**config.mk**
```make
export PLATFORM = sky130hd
export DESIGN_NAME = persistent_reservation_handler
export DESIGN_NICKNAME = d
export VERILOG_FILES = /design/src/prh_pkg.sv /design/src/prh_key_ram.sv /design/src/persistent_reservation_handler.sv
export VERILOG_INCLUDE_DIRS = /design/src
export SDC_FILE = /design/constraint.sdc
export NUM_CORES = 2
export LEC_CHECK = 0
export BUFFER_PORTS_ARGS = -buffer_cell sky130_fd_sc_hd__buf_2
export CORE_UTILIZATION = 55
export DETAILED_ROUTE_END_ITERATION = 8
export HOLD_SLACK_MARGIN = 0.05
export PLACE_DENSITY_LB_ADDON = 0.2
export SYNTH_ARGS = -nofsm -noshare
export SYNTH_HDL_FRONTEND = slang
export SYNTH_SLANG_ARGS = --single-unit
```
**constraint.sdc**
```tcl
create_clock -name clk -period 6.7 [get_ports clk]
set_input_delay 0.67 -clock clk [delete_from_list [all_inputs] [get_ports clk]]
set_output_delay 0.67 -clock clk [all_outputs]
set_load 0.02 [all_outputs]
```
**src/prh_defines.svh**
```systemverilog
`ifndef PRH_DEFINES_SVH
`define PRH_DEFINES_SVH

// ==========================================================
// command codes
`define PRH_OP_IN 8'h5E
`define PRH_OP_OUT 8'h5F
`define PRH_PARAM_LEN 16'h0018

// ==========================================================
// reserve-in service actions
`define PRH_IN_READ_KEYS 5'h00
`define PRH_IN_READ_RES 5'h01
`define PRH_IN_LAST 5'h03

// ==========================================================
// reserve-out service actions
`define PRH_SA_REGISTER 5'h00
`define PRH_SA_RESERVE 5'h01
`define PRH_SA_RELEASE 5'h02
`define PRH_SA_CLEAR 5'h03
`define PRH_SA_PREEMPT 5'h04
`define PRH_SA_PREEMPT_ABORT 5'h05
`define PRH_SA_REGISTER_IGNORE 5'h06

// ==========================================================
// reservation types
`define PRH_TYPE_WR_EXCL 4'h1
`define PRH_TYPE_EXCL 4'h3
`define PRH_TYPE_WR_EXCL_REG 4'h5
`define PRH_TYPE_EXCL_REG 4'h6

// ==========================================================
// sizes and reset values
`define PRH_INITIATORS 8
`define PRH_KEY_BYTES 4'h8
`define PRH_DESC_BYTES 32'h0000_0010
`define PRH_GEN_RESET 32'h0000_0000

`endif

```
**src/prh_pkg.sv**
```systemverilog
package prh_pkg;

  typedef enum logic [1:0] {
    STS_GOOD = 2'h0,
    STS_CHECK = 2'h1,
    STS_CONFLICT = 2'h2
  } status_t;

  typedef enum logic [1:0] {
    SNS_NONE = 2'h0,
    SNS_PARAM_LEN = 2'h1,
    SNS_BAD_FIELD = 2'h2
  } sense_t;

  typedef enum logic [7:0] {
    S_IDLE = 8'h01,
    S_CHECK = 8'h02,
    S_SCAN = 8'h04,
    S_SCMP = 8'h08,
    S_FETCH = 8'h10,
    S_LOAD = 8'h20,
    S_SEND = 8'h40,
    S_DONE = 8'h80
  } state_t;

endpackage

```
**src/prh_key_ram.sv**
```systemverilog
`timescale 1ns/1ps
// ==========================================================
// registered-key store, one 64-bit word per initiator
module prh_key_ram (
  // clock
  input logic clk,
  // write port
  input logic we,
  input logic [2:0] waddr,
  input logic [63:0] wdata,
  // read port, data one cycle after re
  input logic re,
  input logic [2:0] raddr,
  output logic [63:0] rdata
);

  logic [63:0] mem [0:7];

  always_ff @(posedge clk)
  begin
    if (we)
    begin
      mem[waddr] <= wdata;
    end
    if (re)
    begin
      rdata <= mem[raddr];
    end
  end

endmodule

```
**src/persistent_reservation_handler.sv**
```systemverilog
`timescale 1ns/1ps
`include "prh_defines.svh"

// Operation
// RULE_01: 32-bit generation counts register/clear/preempt actions
// RULE_02: generation unchanged by reads, reserve, release, errors
// RULE_03: power-on and hard reset zero generation
// RULE_04: read-keys data: generation, length, keys
// RULE_05: read-keys length counts full key list
// RULE_06: stop at allocation length, no error
// RULE_07: key list holds every registered initiator
// RULE_08: read-reservations: generation, length, optional descriptor
// RULE_09: descriptor: key, address, scope/type, zero extent
// RULE_10: descriptor length unaffected by truncation
// RULE_11: reserve-out command block field layout
// RULE_12: parameter length not 18h gives check condition
// RULE_13: legacy reserve active gives reservation conflict (code does this for reserve-out only; reserve-in commands still run)
// RULE_14: decode reserve-out actions, 07h-1Fh reserved
// RULE_15: clear drops all keys and reservations
// RULE_16: preempt-and-abort also aborts victim task set
// RULE_17: host avoids mixing legacy and persistent commands
// RULE_18: reserve-in actions 00h-03h, others invalid field
// RULE_19: only types 1h,3h,5h,6h accepted (code checks type for reserve and preempt only)
// RULE_20: supplied key must match, except register variants
// RULE_21: generation wraps to zero after maximum
module persistent_reservation_handler (
  // clock and reset
  input logic clk,
  input logic arst_n,
  input logic hard_reset,
  // legacy reserve state
  input logic legacy_reserved,
  // command block
  input logic cmd_valid,
  output logic cmd_ready,
  input logic [7:0] cmd_opcode,
  input logic [4:0] cmd_action,
  input logic [7:0] cmd_scope_type,
  input logic [15:0] cmd_length,
  input logic [2:0] cmd_initiator,
  // reserve-out parameter list
  input logic [63:0] par_key,
  input logic [63:0] par_sa_key,
  // reserve-in data stream
  output logic dout_valid,
  input logic dout_ready,
  output logic [7:0] dout_data,
  // completion
  output logic sts_valid,
  output prh_pkg::status_t sts_code,
  output prh_pkg::sense_t sts_sense,
  // task-set abort request
  output logic abort_valid,
  output logic [2:0] abort_id,
  // state
  output logic [31:0] generation
);

  prh_pkg::state_t st_q, st_d;
  prh_pkg::status_t code_q, code_d;
  prh_pkg::sense_t sense_q, sense_d;
  logic [31:0] gen_q, gen_d;
  logic [7:0] vld_q, vld_d;
  logic res_q, res_d;
  logic [2:0] res_id_q, res_id_d;
  logic [3:0] res_type_q, res_type_d;
  logic [63:0] res_key_q, res_key_d;
  logic [7:0] op_q, op_d;
  logic [4:0] sa_q, sa_d;
  logic [3:0] type_q, type_d;
  logic [15:0] len_q, len_d;
  logic [2:0] id_q, id_d;
  logic [63:0] key_q, key_d, sakey_q, sakey_d;
  logic [63:0] sh_q, sh_d;
  logic [3:0] cnt_q, cnt_d, idx_q, idx_d;
  logic [15:0] sent_q, sent_d;
  logic [1:0] chunk_q, chunk_d;
  logic abv_q, abv_d;
  logic [2:0] abid_q, abid_d;
  logic re, we, wvld;
  logic [2:0] raddr;
  logic [63:0] rdata;
  logic key_ok, type_ok, out_ok, bumps;

  function automatic logic [3:0] popcount(input logic [7:0] v);
    logic [3:0] n;
    n = 4'h0;
    for (int i = 0; i < 8; i++)
    begin
      n = n + {3'h0, v[i]};
    end
    return n;
  endfunction

  prh_key_ram u_keys (
    .clk(clk),
    .we(we),
    .waddr(id_q),
    .wdata(sakey_q),
    .re(re),
    .raddr(raddr),
    .rdata(rdata)
  );

  // ==========================================================
  // reserve-out checks, valid while in S_CHECK
  assign key_ok = vld_q[id_q] && (rdata == key_q); // [RULE_20]
  assign type_ok = (type_q == `PRH_TYPE_WR_EXCL) || (type_q == `PRH_TYPE_EXCL) ||
    (type_q == `PRH_TYPE_WR_EXCL_REG) || (type_q == `PRH_TYPE_EXCL_REG); // [RULE_19]
  assign out_ok = !legacy_reserved && (len_q == `PRH_PARAM_LEN) &&
    (sa_q <= `PRH_SA_REGISTER_IGNORE) &&
    (key_ok || sa_q == `PRH_SA_REGISTER || sa_q == `PRH_SA_REGISTER_IGNORE) &&
    (type_ok || !(sa_q == `PRH_SA_RESERVE || sa_q == `PRH_SA_PREEMPT ||
    sa_q == `PRH_SA_PREEMPT_ABORT));
  // reserve and release never touch the counter
  assign bumps = (sa_q == `PRH_SA_REGISTER) || (sa_q == `PRH_SA_REGISTER_IGNORE) ||
    (sa_q == `PRH_SA_CLEAR) || (sa_q == `PRH_SA_PREEMPT) ||
    (sa_q == `PRH_SA_PREEMPT_ABORT); // [RULE_01] [RULE_02]

  assign cmd_ready = (st_q == prh_pkg::S_IDLE);
  assign dout_valid = (st_q == prh_pkg::S_SEND) && (sent_q != len_q); // [RULE_06]
  assign dout_data = sh_q[63:56];
  assign sts_valid = (st_q == prh_pkg::S_DONE);
  assign sts_code = code_q;
  assign sts_sense = sense_q;
  assign abort_valid = abv_q;
  assign abort_id = abid_q;
  assign generation = gen_q;

  // ==========================================================
  // command sequencer
  always_comb
  begin
    st_d = st_q;
    code_d = code_q;
    sense_d = sense_q;
    gen_d = gen_q;
    vld_d = vld_q;
    res_d = res_q;
    res_id_d = res_id_q;
    res_type_d = res_type_q;
    res_key_d = res_key_q;
    op_d = op_q;
    sa_d = sa_q;
    type_d = type_q;
    len_d = len_q;
    id_d = id_q;
    key_d = key_q;
    sakey_d = sakey_q;
    sh_d = sh_q;
    cnt_d = cnt_q;
    idx_d = idx_q;
    sent_d = sent_q;
    chunk_d = chunk_q;
    abv_d = 1'b0;
    abid_d = abid_q;
    re = 1'b0;
    we = 1'b0;
    wvld = 1'b0;
    raddr = id_q;
    unique case (st_q)
      prh_pkg::S_IDLE:
      begin
        if (cmd_valid)
        begin
          op_d = cmd_opcode; // [RULE_11]
          sa_d = cmd_action;
          type_d = cmd_scope_type[3:0];
          len_d = cmd_length;
          id_d = cmd_initiator;
          key_d = par_key;
          sakey_d = par_sa_key;
          re = 1'b1;
          raddr = cmd_initiator;
          st_d = prh_pkg::S_CHECK;
        end
      end
      prh_pkg::S_CHECK:
      begin
        code_d = prh_pkg::STS_GOOD;
        sense_d = prh_pkg::SNS_NONE;
        st_d = prh_pkg::S_DONE;
        idx_d = 4'h0;
        sent_d = 16'h0;
        chunk_d = 2'h0;
        cnt_d = `PRH_KEY_BYTES;
        if (op_q == `PRH_OP_IN)
        begin
          if (sa_q > `PRH_IN_LAST)
          begin
            code_d = prh_pkg::STS_CHECK; // [RULE_18]
            sense_d = prh_pkg::SNS_BAD_FIELD;
          end
          else
          begin
            // lengths count the whole list, whatever the allocation
            sh_d = {gen_q, 32'h0}; // [RULE_04] [RULE_08]
            if (sa_q == `PRH_IN_READ_KEYS)
            begin
              sh_d[31:0] = {25'h0, popcount(vld_q), 3'h0}; // [RULE_05] [RULE_07]
            end
            else if (sa_q == `PRH_IN_READ_RES && res_q)
            begin
              sh_d[31:0] = `PRH_DESC_BYTES; // [RULE_10]
            end
            st_d = prh_pkg::S_SEND;
          end
        end
        else if (op_q != `PRH_OP_OUT)
        begin
          code_d = prh_pkg::STS_CHECK;
          sense_d = prh_pkg::SNS_BAD_FIELD;
        end
        else if (legacy_reserved)
        begin
          code_d = prh_pkg::STS_CONFLICT; // [RULE_13]
        end
        else if (len_q != `PRH_PARAM_LEN)
        begin
          code_d = prh_pkg::STS_CHECK; // [RULE_12]
          sense_d = prh_pkg::SNS_PARAM_LEN;
        end
        else if (sa_q > `PRH_SA_REGISTER_IGNORE)
        begin
          code_d = prh_pkg::STS_CHECK; // [RULE_14]
          sense_d = prh_pkg::SNS_BAD_FIELD;
        end
        else if (!out_ok && !type_ok && key_ok)
        begin
          code_d = prh_pkg::STS_CHECK; // [RULE_19]
          sense_d = prh_pkg::SNS_BAD_FIELD;
        end
        else if (!out_ok)
        begin
          code_d = prh_pkg::STS_CONFLICT; // [RULE_20]
        end
        else
        begin
          if (bumps)
          begin
            gen_d = gen_q + 32'h1; // [RULE_01] [RULE_21]
          end
          unique case (sa_q)
            `PRH_SA_REGISTER, `PRH_SA_REGISTER_IGNORE:
            begin
              // a zero key unregisters and drops the reservation if this initiator holds it
              we = 1'b1;
              wvld = (sakey_q != 64'h0);
              vld_d[id_q] = wvld;
              if (!wvld && res_q && res_id_q == id_q)
              begin
                res_d = 1'b0;
              end
            end
            `PRH_SA_RESERVE:
            begin
              if (res_q && res_id_q != id_q)
              begin
                code_d = prh_pkg::STS_CONFLICT;
              end
              else
              begin
                res_d = 1'b1;
                res_id_d = id_q;
                res_type_d = type_q;
                res_key_d = key_q;
              end
            end
            `PRH_SA_RELEASE:
            begin
              if (res_q && res_id_q == id_q)
              begin
                res_d = 1'b0;
              end
            end
            `PRH_SA_CLEAR:
            begin
              vld_d = 8'h00; // [RULE_15]
              res_d = 1'b0;
            end
            default:
            begin
              // preempt: take the reservation if its key matches the service-action key, then sweep victim keys
              if (res_q && res_key_q == sakey_q)
              begin
                res_id_d = id_q;
                res_type_d = type_q;
                res_key_d = key_q;
              end
              st_d = prh_pkg::S_SCAN;
            end
          endcase
        end
      end
      prh_pkg::S_SCAN:
      begin
        if (idx_q[3])
        begin
          st_d = prh_pkg::S_DONE;
        end
        else if (vld_q[idx_q[2:0]] && idx_q[2:0] != id_q)
        begin
          re = 1'b1;
          raddr = idx_q[2:0];
          st_d = prh_pkg::S_SCMP;
        end
        else
        begin
          idx_d = idx_q + 4'h1;
        end
      end
      prh_pkg::S_SCMP:
      begin
        if (rdata == sakey_q)
        begin
          vld_d[idx_q[2:0]] = 1'b0;
          abv_d = (sa_q == `PRH_SA_PREEMPT_ABORT); // [RULE_16]
          abid_d = idx_q[2:0];
        end
        idx_d = idx_q + 4'h1;
        st_d = prh_pkg::S_SCAN;
      end
      prh_pkg::S_FETCH:
      begin
        if (idx_q[3])
        begin
          st_d = prh_pkg::S_DONE;
        end
        else if (vld_q[idx_q[2:0]])
        begin
          re = 1'b1; // [RULE_07]
          raddr = idx_q[2:0];
          st_d = prh_pkg::S_LOAD;
        end
        else
        begin
          idx_d = idx_q + 4'h1;
        end
      end
      prh_pkg::S_LOAD:
      begin
        sh_d = rdata;
        cnt_d = `PRH_KEY_BYTES;
        idx_d = idx_q + 4'h1;
        st_d = prh_pkg::S_SEND;
      end
      prh_pkg::S_SEND:
      begin
        if (sent_q == len_q)
        begin
          // truncated silently: status stays good
          st_d = prh_pkg::S_DONE; // [RULE_06]
        end
        else if (dout_ready)
        begin
          sh_d = {sh_q[55:0], 8'h00};
          sent_d = sent_q + 16'h1;
          cnt_d = cnt_q - 4'h1;
          if (cnt_q == 4'h1)
          begin
            cnt_d = `PRH_KEY_BYTES;
            chunk_d = chunk_q + 2'h1;
            if (sa_q == `PRH_IN_READ_KEYS)
            begin
              st_d = prh_pkg::S_FETCH;
            end
            else if (sa_q == `PRH_IN_READ_RES && res_q && chunk_q == 2'h0)
            begin
              sh_d = res_key_q; // [RULE_09]
            end
            else if (sa_q == `PRH_IN_READ_RES && res_q && chunk_q == 2'h1)
            begin
              sh_d = {32'h0, 8'h00, 4'h0, res_type_q, 16'h0000}; // [RULE_09]
            end
            else
            begin
              st_d = prh_pkg::S_DONE;
            end
          end
        end
      end
      prh_pkg::S_DONE:
      begin
        st_d = prh_pkg::S_IDLE;
      end
    endcase
    if (hard_reset)
    begin
      gen_d = `PRH_GEN_RESET; // [RULE_03]
    end
  end

  always_ff @(posedge clk or negedge arst_n)
  begin
    if (!arst_n)
    begin
      st_q <= prh_pkg::S_IDLE;
      code_q <= prh_pkg::STS_GOOD;
      sense_q <= prh_pkg::SNS_NONE;
      gen_q <= `PRH_GEN_RESET; // [RULE_03]
      vld_q <= 8'h00;
      res_q <= 1'b0;
      res_id_q <= 3'h0;
      res_type_q <= 4'h0;
      res_key_q <= 64'h0;
      op_q <= 8'h00;
      sa_q <= 5'h00;
      type_q <= 4'h0;
      len_q <= 16'h0000;
      id_q <= 3'h0;
      key_q <= 64'h0;
      sakey_q <= 64'h0;
      sh_q <= 64'h0;
      cnt_q <= 4'h0;
      idx_q <= 4'h0;
      sent_q <= 16'h0000;
      chunk_q <= 2'h0;
      abv_q <= 1'b0;
      abid_q <= 3'h0;
    end
    else
    begin
      st_q <= st_d;
      code_q <= code_d;
      sense_q <= sense_d;
      gen_q <= gen_d;
      vld_q <= vld_d;
      res_q <= res_d;
      res_id_q <= res_id_d;
      res_type_q <= res_type_d;
      res_key_q <= res_key_d;
      op_q <= op_d;
      sa_q <= sa_d;
      type_q <= type_d;
      len_q <= len_d;
      id_q <= id_d;
      key_q <= key_d;
      sakey_q <= sakey_d;
      sh_q <= sh_d;
      cnt_q <= cnt_d;
      idx_q <= idx_d;
      sent_q <= sent_d;
      chunk_q <= chunk_d;
      abv_q <= abv_d;
      abid_q <= abid_d;
    end
  end

  logic chk_out;
  assign chk_out = (st_q == prh_pkg::S_CHECK) && (op_q == `PRH_OP_OUT);
endmodule

```
==> results.sh <==
export IMPL_outcome="complete, no violations"
export IMPL_synthArstFlopShare_pct=39.87
export IMPL_ys_types=77
export IMPL_die_h_um=277.5
export IMPL_wl_met1_mm=52.88
export IMPL_ant_nets=0
export IMPL_relSlewSlack_pct=13.31
export IMPL_start_util_pct=55.78
export IMPL_fp_row_count=100
export IMPL_hold_viol=0
export IMPL_whs_ps=180.4
export IMPL_synth_fp_nets=3443
export IMPL_clockBufferDepth=3
export IMPL_cts_max_level=3
export IMPL_gr_total_overflow=0
export IMPL_met3WireLength_mm=10.26
export IMPL_numCtsBuffers=97
export IMPL_coreArea_mm2=0.07482
export IMPL_synth_edf_count=576
export IMPL_final_area_mm2=0.04695
export IMPL_via_per_inst=6.342
export IMPL_total_power_w=0.01869
export IMPL_powerDensity_mw_per_mm2=398.2
export IMPL_clock_fmax_mhz=220.9
export IMPL_critPathKind="reg2reg"
export IMPL_yosys_top_cells_area="edfxtp_1 (41%), dfrtp_1 (23%), nand2_1 (6.5%), mux2i_1 (4.7%), xnor2_1 (3.0%)"
export IMPL_routabilityCongestion=0.9908
export IMPL_drt_wl_total_mm=127.1
export IMPL_fin_crit_sh_pct=67.56
export IMPL_track_usage_pct=32.96
export IMPL_tritoncts="built"
export IMPL_finalSetupTns_ps=0
export IMPL_power_leakage_nw=18.76
export IMPL_peakVddDrop_mv=0.3373
export IMPL_synth_common_cells="nand2_1 (724), edfxtp_1 (576), dfrtp_1 (381)"
export IMPL_seqCellArea_mm2=0.02686
export IMPL_placed_area_mm2=0.04388
export IMPL_wl_per_cell_um=28.19
export IMPL_fp_dieW_um=277.5
export IMPL_synth_seq_cells=958
export IMPL_wl_met2_mm=59.00
export IMPL_rsz0062_at_grt="no"
export IMPL_io_pin_count=225
export IMPL_drive_gt1_share_pct=15.51
export IMPL_area_growth_syn_to_layout_pct=12.49
export IMPL_multi_input_area_mm2=0.01396
export IMPL_synth_area_mm2=0.04174
export IMPL_final_core_util_pct=62.75
export IMPL_synth_seq_area_share_pct=64.35
export IMPL_skew_ps=28.28
export IMPL_cp_max_fo=85
export IMPL_cp_start_kind="register"
export IMPL_clkSinkCount=958
export IMPL_root_buffer="clkbuf_16"
export IMPL_grt_pass1_wl_mm=186.1
export IMPL_setup_viol=0
export IMPL_cp_data_arrival_time_ps=5000
export IMPL_grt_max_degree=136
export IMPL_slew_violations=0
export IMPL_holdCritPathClass="in2reg"
export IMPL_dieArea_mm2=0.07699
export IMPL_top_layer="met4"
export IMPL_yosys_warnings=0
export IMPL_vias=28590
export IMPL_ys_flop_type="edfxtp_1"
export IMPL_synthCells=3255
export IMPL_grt_pass1_vias=28030
export IMPL_drt_iter0_markers=3349
export IMPL_drt_pass1_iter_count=9
export IMPL_max_slew_worst_pin_slew_ps=1273
export IMPL_endpoint_kind="register"
export IMPL_maxCapViolCount=0
export IMPL_required_ps=7170
export IMPL_dpl_hpwl_mm=86.39
export IMPL_port_buffers=220
export IMPL_grt_antenna_before_repair=1
export IMPL_clock_latency_ps=680
export IMPL_synth_top_area_share_pct=41.44
export IMPL_fillerInstances=5674
export IMPL_cts_setup_buffers=0
export IMPL_period_needed_ps=4526
export IMPL_fin_nets=3644
export IMPL_clk_pin_slew_ps=70
export IMPL_synth_top_area_cell="edfxtp_1"
export IMPL_drc=0
export IMPL_yosysMostFrequentCell="nand2_1"
export IMPL_antennaDiodeCount=0
export IMPL_syn_avg_cell_area_um2=12.82
## routing by layer
metal / vias up / track usage (%)
met4: 0 / 12.58
met2: 1396 / 51.82
li1: 12420 / -
met5: - / 0
met3: 237 / 4.455
met1: 14540 / 46.94
## critical path, stage by stage (launching register included)
cell and delay, ps:
dfrtp_1 650, inv_1 190, o31ai_1 280, a221o_1 360, nor3b_2 500, mux2i_4 1100
buf_12 520, nand2_1 130, a32o_1 300, a221oi_2 190
## repair_timing
action	in CTS	in global routing
resized for setup	0	0
hold endpoints to repair	17	0
hold buffers	1	0
## state kept, by name (all words and copies together), names as in the netlist, 16 cells and up
signal        cells
len_q            16
generation       32
u_keys.mem      512
res_key_q        64
sent_q           16
sh_q             64
u_keys.rdata     64
key_q            64
sakey_q          64
## worst paths after layout
path / end / depth (start not counted) / startpoint / slack, ps
max: u_keys.rdata[45]$_DFFE_PP_ / 9 / idx_q[1]$_DFFE_PN0P_ / 2170
min: sakey_q[27]$_DFFE_PN0P_ / 3 / par_sa_key[27] / 180
max reg2reg: u_keys.rdata[45]$_DFFE_PP_ / 9 / idx_q[1]$_DFFE_PN0P_ / 2170
min reg2reg: sh_q[58]$_DFFE_PN0P_ / 1 / sh_q[58]$_DFFE_PN0P_ / 470
max in group asynchronous: sakey_q[61]$_DFFE_PN0P_ / 3 / arst_n / 4760
min in group asynchronous: vld_q[7]$_DFFE_PN0P_ / 2 / arst_n / 620
## stage by stage
stage | instances | worst slack (ps)
6_report | 4508 | 2174
5_1_grt | 4508 | 1886
4_1_cts | 4508 | 2189
3_5_place_dp | 4325 | 2236
3_3_place_gp | 4325 | 2277
2_1_floorplan | 3255 | -5.742
## final cells by class
type	count	share of cell area (%)
well taps	969	2.582
inverters	42	0.3358
clock buffers	127	5.537
multi-input cells	2075	29.74
clock inverters	55	0.9780
repair buffers	282	3.629
flip-flops and latches	958	57.20
## cell usage in the layout (no fill, tap or decap), drive strengths merged, types with 10 or more instances in the layout
cell	instances
a21o	32
a21oi	87
a221oi	67
a222oi	55
a31oi	10
a32o	64
and3	10
buf	281
clkbuf	127
clkinv	40
dfrtp	381
edfxtp	576
ha	10
inv	48
mux2	79
mux2i	198
nand2	724
nand2b	11
nand3	26
nand4	68
nor2	75
nor2b	26
nor3	24
nor4	54
o21ai	76
o31ai	17
or3	35
xnor2	143
xor2	75
## cells by family (layout without fill, tap and decap cells)
kind of cell,after synthesis,after routing,share of synthesized area (%)
AND/OR/NAND/NOR,1102,1102,11.98
flip-flops,958,958,64.35
XOR/XNOR,218,218,4.575
adder cells (fa/ha/maj),14,14,0.4916
AO/OA/AOI/OAI,462,462,9.086
multiplexers,279,279,6.997
buffers and inverters,222,506,2.524
## where the power goes
part / switching, W / internal (W) / total (W)
Sequential: 0.00137 / 0.00732 / 0.00869
Clock: 0.00235 / 0.00288 / 0.00523
Combinational: 0.00299 / 0.00178 / 0.00477
(Power assumes the default switching activity.)
